## config.mk

```make
export PLATFORM = sky130hd
export DESIGN_NAME = sysclk_prescaler_sleep_ctrl
export DESIGN_NICKNAME = d
export VERILOG_FILES = /design/src/logic/sysclk_pkg.sv /design/src/logic/sysclk_prescaler_sleep_ctrl.sv
export SDC_FILE = /design/constraint.sdc
export NUM_CORES = 1
export LEC_CHECK = 0
export BUFFER_PORTS_ARGS = -buffer_cell sky130_fd_sc_hd__clkbuf_2
export CAP_MARGIN = 5
export CORE_MARGIN = 5
export CORE_UTILIZATION = 53
export CTS_CLUSTER_SIZE = 14
export DETAILED_ROUTE_END_ITERATION = 6
export PLACE_DENSITY = 0.84
export SLEW_MARGIN = 25
export SYNTH_ARGS = -nofsm -noshare
export SYNTH_HDL_FRONTEND = slang
export SYNTH_SLANG_ARGS = --single-unit
```

## constraint.sdc

```tcl
create_clock -name hclk -period 3.85 [get_ports hclk]
set_clock_uncertainty 0.15 [all_clocks]
set_input_delay 0.77 -clock hclk [delete_from_list [all_inputs] [get_ports hclk]]
set_output_delay 0.77 -clock hclk [all_outputs]
set_load 0.01 [all_outputs]
```

## src/logic/sysclk_pkg.sv

```systemverilog
`default_nettype none
package sysclk_pkg;

  // ==========================================================
  // register map (word aligned byte addresses)
  localparam logic [11:0] PRESCALE_OFFSET = 12'h000;
  localparam logic [11:0] SLEEP_OFFSET    = 12'h004;
  localparam logic [11:0] STATUS_OFFSET   = 12'h008;

  // ==========================================================
  // prescale control fields
  localparam int          PCE_BIT      = 7;
  localparam int          SEL_LSB      = 0;
  localparam logic [6:0]  PCE_OTHERS_Z = 7'h00;
  localparam logic [3:0]  SEL_RESET    = 4'h0;
  localparam logic [3:0]  SEL_DIV8     = 4'h3;
  localparam logic [3:0]  SEL_MAX      = 4'h8;
  localparam logic [2:0]  WINDOW_LAST  = 3'h3;

  // ==========================================================
  // sleep control fields
  localparam int         SE_BIT       = 0;
  localparam int         MODE_LSB     = 1;
  localparam logic [7:0] SLEEP_RESET  = 8'h00;

  // ==========================================================
  // status fields
  localparam int STAT_SEL_LSB  = 0;
  localparam int STAT_PEND_BIT = 4;
  localparam int STAT_PCE_BIT  = 5;
  localparam int STAT_ST_LSB   = 6;
  localparam int STAT_MODE_LSB = 8;

  // ==========================================================
  // divider constants
  localparam logic [7:0] CNT_ZERO = 8'h00;
  localparam logic [7:0] CNT_ONE  = 8'h01;
  localparam logic [8:0] HOT_ONE  = 9'h001;

  // ==========================================================
  // wake timing, in system clock ticks
  localparam logic [7:0] WAKE_EXTRA       = 8'h04;
  localparam logic [7:0] STANDBY_STARTUP  = 8'h06;
  localparam logic [7:0] PDOWN_STARTUP    = 8'h06;
  localparam logic [7:0] IDLE_STARTUP     = 8'h00;

  // ==========================================================
  // types
  typedef enum logic [2:0] {
    MODE_IDLE    = 3'b000,
    MODE_ADC_NR  = 3'b001,
    MODE_PDOWN   = 3'b010,
    MODE_STANDBY = 3'b110
  } sleep_mode_t;

  typedef enum logic [1:0] {
    ST_RUN    = 2'b00,
    ST_ASLEEP = 2'b01,
    ST_WAKING = 2'b10
  } sleep_state_t;

  typedef struct packed {
    logic cpu;
    logic flash;
    logic io;
    logic adc;
  } clk_en_t;

endpackage
`default_nettype wire

```

## src/logic/sysclk_prescaler_sleep_ctrl.sv

```systemverilog
`timescale 1ns/1ps
`default_nettype none

// Contract
// - programmed clock-output fuse puts system clock on pin, overriding normal pin use
// - with that fuse programmed the clock also appears while reset is held
// - pin carries the divided system clock, not the undivided source; while reset is held it carries undivided hclk (code: pin stays high at divide by one)
// - one division factor drives cpu, io, adc and flash clocks alike
// - division changes produce no glitch or runt pulse on derived clocks
// - no intermediate rate exceeds old or new; counter runs on source clock
// - new rate active between T1+T2 and T1+2*T2 after write, two edges between
// - change-enable sets only when written one with all other bits zero
// - change-enable clears four cycles after set or when select is written
// - rewriting change-enable in its window neither restarts nor clears it
// - select resets to 0000, or 0011 with divide-by-eight fuse; later free
// - select codes 0000..1000 divide by 1..256 in powers of two; rest reserved
// - sleep entered only on sleep instruction with sleep-enable one; mode chosen by field
// - mode 000 idle, 001 adc noise, 010 power-down, 110 standby; others reserved
// - after wake the core stays halted start-up time plus four cycles
// - register file and sram contents survive sleep entry and wake
// - reset during sleep wakes device into reset-vector execution
// - idle stops only cpu and flash clocks; io and adc keep running
// - adc enabled at idle entry starts one conversion
module sysclk_prescaler_sleep_ctrl (
  // clock and reset
  input  wire logic                  hclk,
  input  wire logic                  hresetn,
  // ahb-lite slave
  input  wire logic                  hsel,
  input  wire logic [31:0]           haddr,
  input  wire logic [1:0]            htrans,
  input  wire logic                  hwrite,
  input  wire logic [2:0]            hsize,
  input  wire logic [31:0]           hwdata,
  input  wire logic                  hready,
  output logic      [31:0]           hrdata,
  output logic                       hreadyout,
  output logic                       hresp,
  // fuses
  input  wire logic                  clock_output_fuse,
  input  wire logic                  divide_by_eight_fuse,
  // clock output pin
  input  wire logic                  gpio_out,
  input  wire logic                  gpio_oe,
  output logic                       clock_output_pin,
  output logic                       clock_output_pin_oe,
  // core and peripherals
  input  wire logic                  sleep_instr,
  input  wire logic                  wake_irq,
  input  wire logic                  adc_enabled,
  output sysclk_pkg::clk_en_t        clk_en,
  output logic                       sys_tick,
  output logic                       core_halt,
  output logic                       wake_resume,
  output logic                       adc_start_conv
);

  // ==========================================================
  // bus address and data phase
  logic        ap_valid;
  logic        wr_pend_reg;
  logic [11:0] wr_addr_reg;
  logic [31:0] hrdata_reg;
  logic [31:0] rd_mux;
  logic        hit_prescale;
  logic        hit_sleep;
  logic        hit_status;
  logic        wr_prescale;
  logic        wr_sleep;

  assign ap_valid     = hsel & htrans[1] & hready;
  assign hit_prescale = haddr[11:0] == sysclk_pkg::PRESCALE_OFFSET;
  assign hit_sleep    = haddr[11:0] == sysclk_pkg::SLEEP_OFFSET;
  assign hit_status   = haddr[11:0] == sysclk_pkg::STATUS_OFFSET;
  assign wr_prescale  = wr_pend_reg & (wr_addr_reg == sysclk_pkg::PRESCALE_OFFSET);
  assign wr_sleep     = wr_pend_reg & (wr_addr_reg == sysclk_pkg::SLEEP_OFFSET);
  assign hreadyout    = 1'b1;
  assign hresp        = 1'b0;
  assign hrdata       = hrdata_reg;

  always_ff @(posedge hclk or negedge hresetn) begin
    if (!hresetn) begin
      wr_pend_reg <= 1'b0;
      wr_addr_reg <= sysclk_pkg::PRESCALE_OFFSET;
      hrdata_reg  <= 32'h0000_0000;
    end else begin
      wr_pend_reg <= ap_valid & hwrite;
      if (ap_valid) begin
        wr_addr_reg <= haddr[11:0];
      end
      if (ap_valid & ~hwrite) begin
        hrdata_reg <= rd_mux;
      end
    end
  end

  // ==========================================================
  // write data fields
  logic [6:0] wdata_low;
  logic [3:0] wdata_sel;
  logic [2:0] wdata_mode;
  logic       wdata_pce;
  logic       wdata_se;

  assign wdata_low  = hwdata[sysclk_pkg::PCE_BIT-1:0];
  assign wdata_sel  = hwdata[sysclk_pkg::SEL_LSB +: 4];
  assign wdata_mode = hwdata[sysclk_pkg::MODE_LSB +: 3];
  assign wdata_pce  = hwdata[sysclk_pkg::PCE_BIT];
  assign wdata_se   = hwdata[sysclk_pkg::SE_BIT];

  // ==========================================================
  // prescale control register
  logic       init_reg;
  logic       pce_reg;
  logic [2:0] win_cnt_reg;
  logic [3:0] sel_reg;
  logic [3:0] act_sel_reg;
  logic       switch_pend_reg;
  logic       pce_set;
  logic       sel_write;
  logic       win_end;
  logic [3:0] fuse_sel;
  logic [3:0] sel_clamped;

  assign pce_set   = wr_prescale & wdata_pce
                   & (wdata_low == sysclk_pkg::PCE_OTHERS_Z);
  assign sel_write = wr_prescale & ~wdata_pce & pce_reg;
  assign win_end   = pce_reg & (win_cnt_reg == sysclk_pkg::WINDOW_LAST);
  assign fuse_sel  = divide_by_eight_fuse ? sysclk_pkg::SEL_DIV8
                                          : sysclk_pkg::SEL_RESET;
  assign sel_clamped = (sel_reg > sysclk_pkg::SEL_MAX) ? sysclk_pkg::SEL_MAX
                                                       : sel_reg;

  always_ff @(posedge hclk or negedge hresetn) begin
    if (!hresetn) begin
      pce_reg     <= 1'b0;
      win_cnt_reg <= 3'h0;
    end else if (sel_write | win_end) begin
      pce_reg     <= 1'b0;
      win_cnt_reg <= 3'h0;
    end else if (pce_reg) begin
      win_cnt_reg <= 3'(win_cnt_reg + 3'h1);
    end else if (pce_set) begin
      pce_reg     <= 1'b1;
      win_cnt_reg <= 3'h0;
    end
  end

  // ==========================================================
  // synchronous counter divider on the undivided source clock
  logic [7:0] cnt_reg;
  logic [8:0] one_hot;
  logic [7:0] mask;
  logic       tick;
  logic       clk_out_reg;

  assign one_hot = sysclk_pkg::HOT_ONE << act_sel_reg;
  assign mask    = 8'(one_hot[7:0] - sysclk_pkg::CNT_ONE);
  assign tick    = (cnt_reg & mask) == mask;

  always_ff @(posedge hclk or negedge hresetn) begin
    if (!hresetn) begin
      cnt_reg <= sysclk_pkg::CNT_ZERO;
    end else if (tick) begin
      cnt_reg <= sysclk_pkg::CNT_ZERO;
    end else begin
      cnt_reg <= 8'(cnt_reg + sysclk_pkg::CNT_ONE);
    end
  end

  always_ff @(posedge hclk or negedge hresetn) begin
    if (!hresetn) begin
      init_reg        <= 1'b1;
      sel_reg         <= sysclk_pkg::SEL_RESET;
      act_sel_reg     <= sysclk_pkg::SEL_RESET;
      switch_pend_reg <= 1'b0;
    end else if (init_reg) begin
      init_reg        <= 1'b0;
      sel_reg         <= fuse_sel;
      act_sel_reg     <= fuse_sel;
    end else begin
      if (sel_write) begin
        sel_reg <= wdata_sel;
      end
      if (tick & switch_pend_reg) begin
        act_sel_reg <= sel_clamped;
      end
      if (sel_write) begin
        switch_pend_reg <= 1'b1;
      end else if (tick) begin
        switch_pend_reg <= 1'b0;
      end
    end
  end

  always_ff @(posedge hclk or negedge hresetn) begin
    if (!hresetn) begin
      clk_out_reg <= 1'b0;
    end else begin
      clk_out_reg <= tick;
    end
  end

  // ==========================================================
  // clock output pin
  logic pin_clock;

  assign pin_clock           = hresetn ? clk_out_reg : hclk;
  assign clock_output_pin    = clock_output_fuse ? pin_clock : gpio_out;
  assign clock_output_pin_oe = clock_output_fuse | gpio_oe;

  // ==========================================================
  // sleep mode control register
  logic       se_reg;
  logic [2:0] sm_reg;
  logic       mode_valid;

  assign mode_valid = (sm_reg == sysclk_pkg::MODE_IDLE)
                    | (sm_reg == sysclk_pkg::MODE_ADC_NR)
                    | (sm_reg == sysclk_pkg::MODE_PDOWN)
                    | (sm_reg == sysclk_pkg::MODE_STANDBY);

  always_ff @(posedge hclk or negedge hresetn) begin
    if (!hresetn) begin
      se_reg <= sysclk_pkg::SLEEP_RESET[sysclk_pkg::SE_BIT];
      sm_reg <= sysclk_pkg::SLEEP_RESET[sysclk_pkg::MODE_LSB +: 3];
    end else if (wr_sleep) begin
      se_reg <= wdata_se;
      sm_reg <= wdata_mode;
    end
  end

  // ==========================================================
  // sleep state machine
  sysclk_pkg::sleep_state_t state_reg;
  sysclk_pkg::sleep_state_t state_next;
  sysclk_pkg::sleep_mode_t  mode_reg;
  logic [7:0]               wake_cnt_reg;
  logic [7:0]               wake_target;
  logic                     enter;
  logic                     wake_done;
  logic                     adc_start_reg;
  logic                     resume_reg;

  assign enter = sleep_instr & se_reg & mode_valid;

  always_comb begin
    case (mode_reg)
      sysclk_pkg::MODE_STANDBY: wake_target = 8'(sysclk_pkg::STANDBY_STARTUP
                                               + sysclk_pkg::WAKE_EXTRA);
      sysclk_pkg::MODE_PDOWN:   wake_target = 8'(sysclk_pkg::PDOWN_STARTUP
                                               + sysclk_pkg::WAKE_EXTRA);
      default:                  wake_target = 8'(sysclk_pkg::IDLE_STARTUP
                                               + sysclk_pkg::WAKE_EXTRA);
    endcase
  end

  assign wake_done = tick & (wake_cnt_reg == 8'(wake_target - 8'h01));

  always_comb begin
    state_next = state_reg;
    case (state_reg)
      sysclk_pkg::ST_RUN: begin
        if (enter) begin
          state_next = sysclk_pkg::ST_ASLEEP;
        end
      end
      sysclk_pkg::ST_ASLEEP: begin
        if (wake_irq) begin
          state_next = sysclk_pkg::ST_WAKING;
        end
      end
      sysclk_pkg::ST_WAKING: begin
        if (wake_done) begin
          state_next = sysclk_pkg::ST_RUN;
        end
      end
      default: begin
        state_next = sysclk_pkg::ST_RUN;
      end
    endcase
  end

  // reset from any state lands in run, the core restarts from its reset vector
  always_ff @(posedge hclk or negedge hresetn) begin
    if (!hresetn) begin
      state_reg <= sysclk_pkg::ST_RUN;
    end else begin
      state_reg <= state_next;
    end
  end

  always_ff @(posedge hclk or negedge hresetn) begin
    if (!hresetn) begin
      mode_reg <= sysclk_pkg::MODE_IDLE;
    end else if ((state_reg == sysclk_pkg::ST_RUN) & enter) begin
      mode_reg <= sysclk_pkg::sleep_mode_t'(sm_reg);
    end
  end

  always_ff @(posedge hclk or negedge hresetn) begin
    if (!hresetn) begin
      wake_cnt_reg <= 8'h00;
    end else if (state_reg != sysclk_pkg::ST_WAKING) begin
      wake_cnt_reg <= 8'h00;
    end else if (tick) begin
      wake_cnt_reg <= 8'(wake_cnt_reg + 8'h01);
    end
  end

  always_ff @(posedge hclk or negedge hresetn) begin
    if (!hresetn) begin
      adc_start_reg <= 1'b0;
      resume_reg    <= 1'b0;
    end else begin
      adc_start_reg <= (state_reg == sysclk_pkg::ST_RUN) & enter & adc_enabled
                     & ((sm_reg == sysclk_pkg::MODE_IDLE)
                      | (sm_reg == sysclk_pkg::MODE_ADC_NR));
      resume_reg    <= (state_reg == sysclk_pkg::ST_WAKING) & wake_done;
    end
  end

  // ==========================================================
  // clock gating per state and mode
  logic asleep;
  logic halted;
  logic io_off;
  logic adc_off;

  assign asleep  = state_reg == sysclk_pkg::ST_ASLEEP;
  assign halted  = state_reg != sysclk_pkg::ST_RUN;
  assign io_off  = asleep & (mode_reg != sysclk_pkg::MODE_IDLE);
  assign adc_off = asleep & (mode_reg != sysclk_pkg::MODE_IDLE)
                          & (mode_reg != sysclk_pkg::MODE_ADC_NR);

  // gating only, no core state is cleared by sleep
  assign clk_en.cpu   = tick & ~halted;
  assign clk_en.flash = tick & ~halted;
  assign clk_en.io    = tick & ~io_off;
  assign clk_en.adc   = tick & ~adc_off;
  assign sys_tick       = tick;
  assign core_halt      = halted;
  assign wake_resume    = resume_reg;
  assign adc_start_conv = adc_start_reg;

  // ==========================================================
  // read mux
  logic [31:0] rd_prescale;
  logic [31:0] rd_sleep;
  logic [31:0] rd_status;

  assign rd_prescale = {24'h000000, pce_reg, 3'h0, sel_reg};
  assign rd_sleep    = {28'h0000000, sm_reg, se_reg};
  always_comb begin
    rd_status                                   = 32'h0000_0000;
    rd_status[sysclk_pkg::STAT_SEL_LSB +: 4]    = act_sel_reg;
    rd_status[sysclk_pkg::STAT_PEND_BIT]        = switch_pend_reg;
    rd_status[sysclk_pkg::STAT_PCE_BIT]         = pce_reg;
    rd_status[sysclk_pkg::STAT_ST_LSB +: 2]     = state_reg;
    rd_status[sysclk_pkg::STAT_MODE_LSB +: 3]   = mode_reg;
  end
  assign rd_mux      = hit_prescale ? rd_prescale :
                       hit_sleep    ? rd_sleep    :
                       hit_status   ? rd_status   : 32'h0000_0000;

  logic unused_ok;
  assign unused_ok = &{1'b0, haddr[31:12], hsize, hwdata[31:8], htrans[0]};

endmodule
`default_nettype wire

```

* After elaboration in Yosys (flattened, before gate mapping)
Index checks and enable logic that the tools add are counted.
** Storage, ports and cells
- Register bits after elaboration :: 87
- Input port bits :: 81
- Output and inout port bits :: 44
** Cells by class
- Add/subtract/negate cells :: 5
- Magnitude comparators :: 1
- Equality and inequality tests :: 18
- Shift operators :: 1
- Muxes and demuxes :: 27
- Bitwise operators :: 36
- Reductions and logical operators :: 15
** Operators with widths (count)
- 11-bit 2-to-1 mux :: 3
- 1-bit bitwise AND :: 24
- 12-bit by 3-bit equality test with 1-bit output (second input constant) :: 2
- 12-bit logical NOT :: 2
- 4-bit 2-to-1 mux :: 6
- 8-bit 2-to-1 mux :: 3
- 8-bit by 1-bit adder with 8-bit output (second input constant) :: 2
- 8-bit equality test :: 2
- 8-bit by 1-bit subtractor with 8-bit output (second input constant) :: 2
- 12-bit by 4-bit equality test with 1-bit output (second input constant) :: 1
- 2-bit nonzero test :: 5
- 3-bit by 2-bit equality test with 1-bit output (second input constant) :: 3
- 3-bit 2-to-1 mux :: 3
- 8-bit bitwise AND :: 1
- 2-bit 2-to-1 mux :: 4
- 2-bit != test (second input constant) :: 4
- 1-bit by 4-bit << shifter with 8-bit output (first input constant) :: 1
- 7-bit logical NOT :: 1
- 1-bit 2-to-1 mux :: 7
- 3-bit equality test (second input constant) :: 2
- 1-bit NOT :: 6
- 2-bit one-hot mux with 3 select lines :: 1
- 3-bit nonzero test :: 2
- 1-bit bitwise OR :: 5
- 11 further kinds :: 11

* Depth between registers and ports, before layout
Gate-level depths: netlist of the first run.
- Word-level depth :: 8
- Mapped depth :: 12
- Mapped depth without buffers :: 10

==> results of run 1 <==
## layout make-up
type	count	area share, %
Multi-Input combinational cell	230	39.4
Clock inverter	2	0.914
Sequential cell	66	43.1
Inverter	10	0.979
Timing Repair Buffer	55	7.38
Tap cell	77	2.51
Clock buffer	18	5.71
## cell usage in the layout, fill, tap and decap left out, types with 3 or more instances in the layout
| cell type | count |
|---|---|
| nand4_1 | 6 |
| xor2_1 | 9 |
| ha_1 | 5 |
| o21ai_0 | 10 |
| conb_1 | 24 |
| a22o_1 | 8 |
| nand2b_1 | 5 |
| nor2b_1 | 4 |
| and3_1 | 5 |
| mux2_2 | 19 |
| clkbuf_2 | 53 |
| a21oi_1 | 16 |
| buf_4 | 3 |
| clkbuf_8 | 15 |
| dfrtp_1 | 65 |
| nand3_1 | 12 |
| mux2i_1 | 11 |
| o22ai_1 | 3 |
| nor4b_1 | 4 |
| nor2_1 | 34 |
| nand2_1 | 15 |
| nor4_1 | 6 |
| o31ai_1 | 4 |
| inv_1 | 9 |
| or3_1 | 3 |
## power groups by stage
stage               logic (mW)  registers (mW)  clock network, mW
floorplan                0.300           0.851            0.00824
global placement         0.367           0.874             0.0111
detailed placement       0.376           0.880             0.0111
CTS                      0.378           0.867              0.707
global route             0.421           0.879              0.742
finish                   0.374           0.868              0.699
## per-layer routing
metal	global-route usage [%]	share of wire, %
met1	23.4	44
met2	30.0	48
met3	5.02	6.4
met4	10.8	1.6
met5	0	0
## worst reg2reg max path: stages (launching register included)
cell       delay [ns]
dfrtp_1          0.46
nor2_2           0.18
nand2_1          0.12
ha_1             0.31
o22ai_1          0.10
a2111oi_4        0.44
nand3_4          0.26
clkinv_1         0.11
buf_4            0.23
o2111ai_1        0.17
a22o_1           0.26
## how the worst max path moves through the flow
stage | to | slack, ns | depth (start not counted)
floorplan | clock_output_pin | 0.79 | 2
global placement | clock_output_pin | 0.71 | 3
detailed placement | clock_output_pin | 0.71 | 3
CTS | clk_en[2] | 0.28 | 8
global route | clk_en[2] | 0.1 | 8
finish | clk_en[1] | 0.29 | 8
## cell families (layout without fill, tap and decap cells)
| family | count (synthesis) | after routing | synth area share [%] |
|---|---|---|---|
| simple gates | 109 | 109 | 17.7 |
| flops | 66 | 66 | 49.2 |
| compound gates | 51 | 51 | 10.2 |
| buf+inv | 45 | 85 | 8.31 |
| mux | 30 | 30 | 9.65 |
| xor+xnor | 11 | 11 | 2.87 |
| fa+ha+maj | 5 | 5 | 1.86 |
| other cells | 2 | 24 | 0.224 |
## per-stage QoR
stage | cells | power, mW | hold WS [ns] | area, um^2
CTS | 458 | 1.95 | 0.349 | 3830
global route | 458 | 2.04 | 0.371 | 3830
finish | 458 | 1.94 | 0.349 | 3830
global placement | 439 | 1.25 | 0.308 | 3580
detailed placement | 439 | 1.27 | 0.331 | 3580
floorplan | 341 | 1.16 | 0.302 | 3440
==> qor.yml, run 1 <==
synth:
  async_flop_share_pct: 100
  yosys_warnings: 0
  synthesis.area_um2: 3360
  yosysMostFrequentCell: "dfrtp_1"
  ys_seq_elements: 66
  yosysSeqAreaShare_pct: 49.2
  postSynthCellCount: 319
  synthTopCellsByArea: "dfrtp_1 (48%), mux2_2 (6.4%), buf_4 (5.6%)"
  synthFlopType: "dfrtp_1"
  synth_top_cell_area_share_pct: 48.4
  synth_edf_count: 0
  synthDistinctLibCells: 50
  yosys-top-cells-count: "dfrtp_1 (65), nor2_1 (34), buf_4 (25)"
  avgSynthCellArea_um2: 10.5
  synth_top_area_cell: "dfrtp_1"
clock_network:
  clk_pin_slew_ns: 0.07
  holdBufCountCts: 0
  post_cts_buffers: 0
  clk_latency_ns: 0.45
  cts_tree: "yes"
  post_cts_resized: 0
power_and_ir_drop:
  seqPwrFrac_pct: 44.7
  p_int_mw: 1.36
  p_leak_nw: 1.83
  netSwitchingFraction_pct: 29.8
  switching_power_mw: 0.579
  clkPwrFrac_pct: 36.0
  ir_drop_v: 0.000325
  p_per_area_nw_per_um2: 507
  combPwrFrac_pct: 19.2
sta:
  slew_headroom_pct: 45.2
  tns_ns: 0
  finalHoldViolations: 0
  fin_crit_sh_pct: 92.6
  tightest_slew_ns: 0.822
  timing.fmax_mhz: 281
  finalWorstSetupSlack_ns: 0.285
  period_minus_slack_ns: 3.56
  rsz0062_at_grt: "no"
  finalSetupViolCount: 0
  slew_violations: 0
cells_and_area:
  seq_area_um2: 1650
  syn2layout_area_growth_pct: 14.1
  multi_input_area_um2: 1510
  n_antenna_cell: 0
  fin_util_pct: 61.4
  drive_gt1_share_pct: 26.0
  nets: 462
  largest_register_ffs: 12
  fillers: 511
detailed_routing:
  first_pass_iters: 4
  wl_per_cell_um: 15.3
  wl_um: 7020
  ant_nets: 0
  drc: 0
  dr_total_vias: 2503
  drtIter0Drc: 161
  vias_per_cell: 5.47
setup_path:
  rr_endpoint: "state_reg[1]"
  crit_required_ns: 2.93
  cpPeakStageDelay_ns: 0.46
  cp-start-kind: "register"
  reg2reg_from: "act_sel_reg[1]"
  end_kind: "output port"
  startpoint: "act_sel_reg[1]"
  arrival_ns: 2.64
  worst-path-buf-inv: 1
  r2r_slack_ns: 0.97
  worst-r2r-cell-count: 10
  critPathKind: "register to output port"
  crit_family: "compound AO/OA/AOI/OAI gates"
  cp_slowest_cell: "dfrtp_1"
  worstPathCellList: "nor2_2, nand2_1, ha_1, o22ai_1, a2111oi_4, nand3_4, a21oi_1, clkbuf_2"
  worstPathMaxFanout: 16
placement:
  post-place-ws_ns: 0.714
  dp_hpwl_um: 4990
  portBuffers: 53
  gp_congestion: 0.844
grt:
  grt_pass1_vias: 2509
  grt_max_degree: 67
  globalRouteOverflowTotal: 0
  grt_antenna_before_repair: 0
  grt_pass1_wl_um: 11400
  grtUsageTotal_pct: 18.9
floorplanning:
  die_area_um2: 8030
  start_util_pct: 53.8
  die_h_um: 89.6
  die_x_um: 89.6
  fp-row-count: 29
  io_pins: 125
  core-area_um2: 6240
outcome:
  outcome: "complete, no violations"
worst_hold_path:
  hold_end: "hrdata[7]"
  worstHoldStart: "hrdata[7]"
  hold_depth: 2
  hp-class: "register to register"
run:
  maxCapViolCount: 0
No activity file was read; power rests on OpenSTA's default activity.
==> run 2: changes to the inputs <==
ABC_AREA = 1   (was not set)
CORE_ASPECT_RATIO = 1.1   (was not set)
CORE_UTILIZATION = 50   (was 53)
PLACE_DENSITY = 0.79   (was 0.84)
==> run 2 against run 1 <==
Flip-flop and latch count unchanged. Synthesized cell count increased by 39%. Die area increased by 13%. Largest cell class unchanged. Global-route usage decreased by 0.30 points. Critical path type unchanged. Via count increased by 20%.
==> qor.yml, run 2 <==
outcome:
  outcome: "complete, no violations"
power_and_ir_drop:
  p_leak_nw: 2.16  # +18%
  p_per_area_nw_per_um2: 517  # +2.1%
  switching_power_mw: 0.723  # +25%
  combPwrFrac_pct: 25.5  # +6.3 points
  seqPwrFrac_pct: 40.5  # -4.2 points
  ir_drop_v: 0.000280  # -14%
  netSwitchingFraction_pct: 33.8  # +3.9 points
  p_int_mw: 1.42  # +4.2%
  clkPwrFrac_pct: 33.9  # -2.1 points
synth:
  synth_top_cell_area_share_pct: 44.6  # -3.8 points
  synthTopCellsByArea: "dfrtp_1 (45%), nand2_1 (8.4%), o21ai_0 (5.8%)"
  yosysMostFrequentCell: "nand2_1"
  yosysSeqAreaShare_pct: 45.3  # -3.9 points
  synthesis.area_um2: 3650  # +8.6%
  synthDistinctLibCells: 37  # -26%
  synth_edf_count: 0  # unchanged
  synthFlopType: "dfrtp_1"
  async_flop_share_pct: 100  # unchanged
  ys_seq_elements: 66  # unchanged
  yosys-top-cells-count: "nand2_1 (82), dfrtp_1 (65), inv_1 (55)"
  synth_top_area_cell: "dfrtp_1"
  avgSynthCellArea_um2: 8.21  # -22%
  yosys_warnings: 0  # unchanged
  postSynthCellCount: 444  # +39%
sta:
  slew_headroom_pct: 50.2  # +5.0 points
  slew_violations: 0  # unchanged
  finalHoldViolations: 0  # unchanged
  timing.fmax_mhz: 296  # +5.6%
  rsz0062_at_grt: "no"
  period_minus_slack_ns: 3.38  # -0.188 ns
  finalSetupViolCount: 0  # unchanged
  tns_ns: 0  # unchanged
  fin_crit_sh_pct: 87.7  # -4.9 points
  tightest_slew_ns: 0.744  # -0.0779 ns
cells_and_area:
  instances_no_fill: 593  # +29%
  final_common_cell: "nand2_1"
  n_antenna_cell: 0  # unchanged
  syn2layout_area_growth_pct: 13.6
  drive_gt1_share_pct: 22.4  # -3.5 points
  nets: 590  # +28%
  largest_register_ffs: 12  # unchanged
  final_cell_mix: "nand2_1 (82), dfrtp_1 (65), inv_1 (55)"
  fin_util_pct: 58.8  # -2.6 points
setup_path:
  path_common_cell: "nor2_4"
  cp-start-kind: "register"
  worstPathCellList: "nor2_4, nand2_2, ha_1, inv_1, nand2_1, nand3b_4, nand3_2, nor2_4, clkbuf_2"
  startpoint: "act_sel_reg[3]"
  reg2reg_from: "act_sel_reg[3]"
  critPathKind: "register to output port"
  end_kind: "output port"
  worstPathMaxFanout: 15  # -1
  cp_slowest_cell: "dfrtp_1"
  arrival_ns: 2.46  # -0.18 ns
  crit_required_ns: 2.93  # about the same
  cpPeakStageDelay_ns: 0.47  # about the same
  r2r_slack_ns: 1.56  # +0.59 ns
detailed_routing:
  drtIter0Drc: 99  # -39%
  wl_um: 7970  # +14%
  wl_per_cell_um: 13.4  # -12%
  drc: 0  # unchanged
  vias_per_cell: 5.06  # -7.3%
  dr_total_vias: 3003  # +20%
  first_pass_iters: 4  # unchanged
  ant_nets: 0  # unchanged
grt:
  grt_pass1_wl_um: 13500  # +19%
  grt_pass1_vias: 3106  # +24%
  globalRouteOverflowTotal: 0  # unchanged
  grtUsageTotal_pct: 18.6  # -0.30 points
  grt_antenna_before_repair: 0  # unchanged
  grt_max_degree: 44  # -34%
placement:
  portBuffers: 53  # unchanged
  dp_hpwl_um: 5870  # +18%
  dp.cells: 575  # +31%
  gp_congestion: 0.835  # -1.1%
clock_network:
  post_cts_buffers: 0  # unchanged
  post_cts_resized: 0  # unchanged
  cts_tree: "yes"
  clk_pin_slew_ns: 0.08  # about the same
  clk_latency_ns: 0.45  # about the same
  holdBufCountCts: 0  # unchanged
worst_hold_path:
  hp-class: "primary input to async pin"
floorplanning:
  start_util_pct: 51.8  # -2.1 points
  fp-row-count: 32  # +10%
  die_h_um: 99.6  # +11%
  io_pins: 125  # unchanged
  die_area_um2: 9100  # +13%
  die_x_um: 91.4  # +2.0%
  core-area_um2: 7050  # +13%
run:
  maxCapViolCount: 0  # unchanged
[run 2: final cells by class]
type                       count  area [um^2]
clock buffer                  13          170
clock inverter                 6         91.3
fill                         642         2910
inverter                      57          214
multi-input combinational    312         1630
sequential                    66         1650
tap                           85          106
timing repair buffer          54          275
[run 2: final timing paths]
check                                   to  depth (start not counted)
min in group hclk           wr_addr_reg[0]                          2
setup / recovery                  sys_tick                          9
setup reg to reg           wake_cnt_reg[2]                         11
hold / removal             wake_cnt_reg[6]                          1
hold reg to reg             wr_addr_reg[0]                          2
max in group asynchronous         init_reg                          2
[run 2: cell families after synthesis]
logic type,count (synthesis),synth area share (%)
AO/OA/AOI/OAI,61,9.16
XOR/XNOR,8,1.92
adder cells (fa/ha/maj),5,1.72
buffers and inverters,88,12.2
flip-flops,66,45.3
multiplexers,2,0.617
other,2,0.206
AND/OR/NAND/NOR,212,28.9
[run 2: per-stage QoR]
step | total power [mW] | setup slack, ns | hold WS, ns | instance area [um^2]
2_1_floorplan | 1.34 | 0.852 | 0.302 | 3730
3_3_place_gp | 1.42 | 0.782 | 0.316 | 3880
3_5_place_dp | 1.44 | 0.782 | 0.324 | 3880
4_1_cts | 2.17 | 0.437 | 0.161 | 4140
5_1_grt | 2.28 | 0.283 | 0.202 | 4140
6_report | 2.14 | 0.473 | 0.163 | 4140
[run 2: routing by layer]
metal	wire length (um)	part of all wire (%)	global-route usage, %
met5	0	0	0
met4	163	2.0	8.47
met2	4190	53	32.7
met1	3250	41	20.6
met3	366	4.6	5.67
[run 2: power by group through the flow]
stage | Clock (mW) | Combinational [mW] | Sequential [mW]
after floorplan | 0.00628 | 0.466 | 0.865
after global placement | 0.00906 | 0.530 | 0.877
after detailed placement | 0.00906 | 0.548 | 0.879
after CTS | 0.745 | 0.554 | 0.867
after global routing | 0.775 | 0.622 | 0.880
final | 0.727 | 0.547 | 0.868
[run 2: worst max-delay path, delay by kind of cell (launching register included)]
family / cells / cell delay [ns]
fa+ha+maj: 1 / 0.26
buf+inv: 2 / 0.30
flops: 1 / 0.47
simple gates: 6 / 0.98
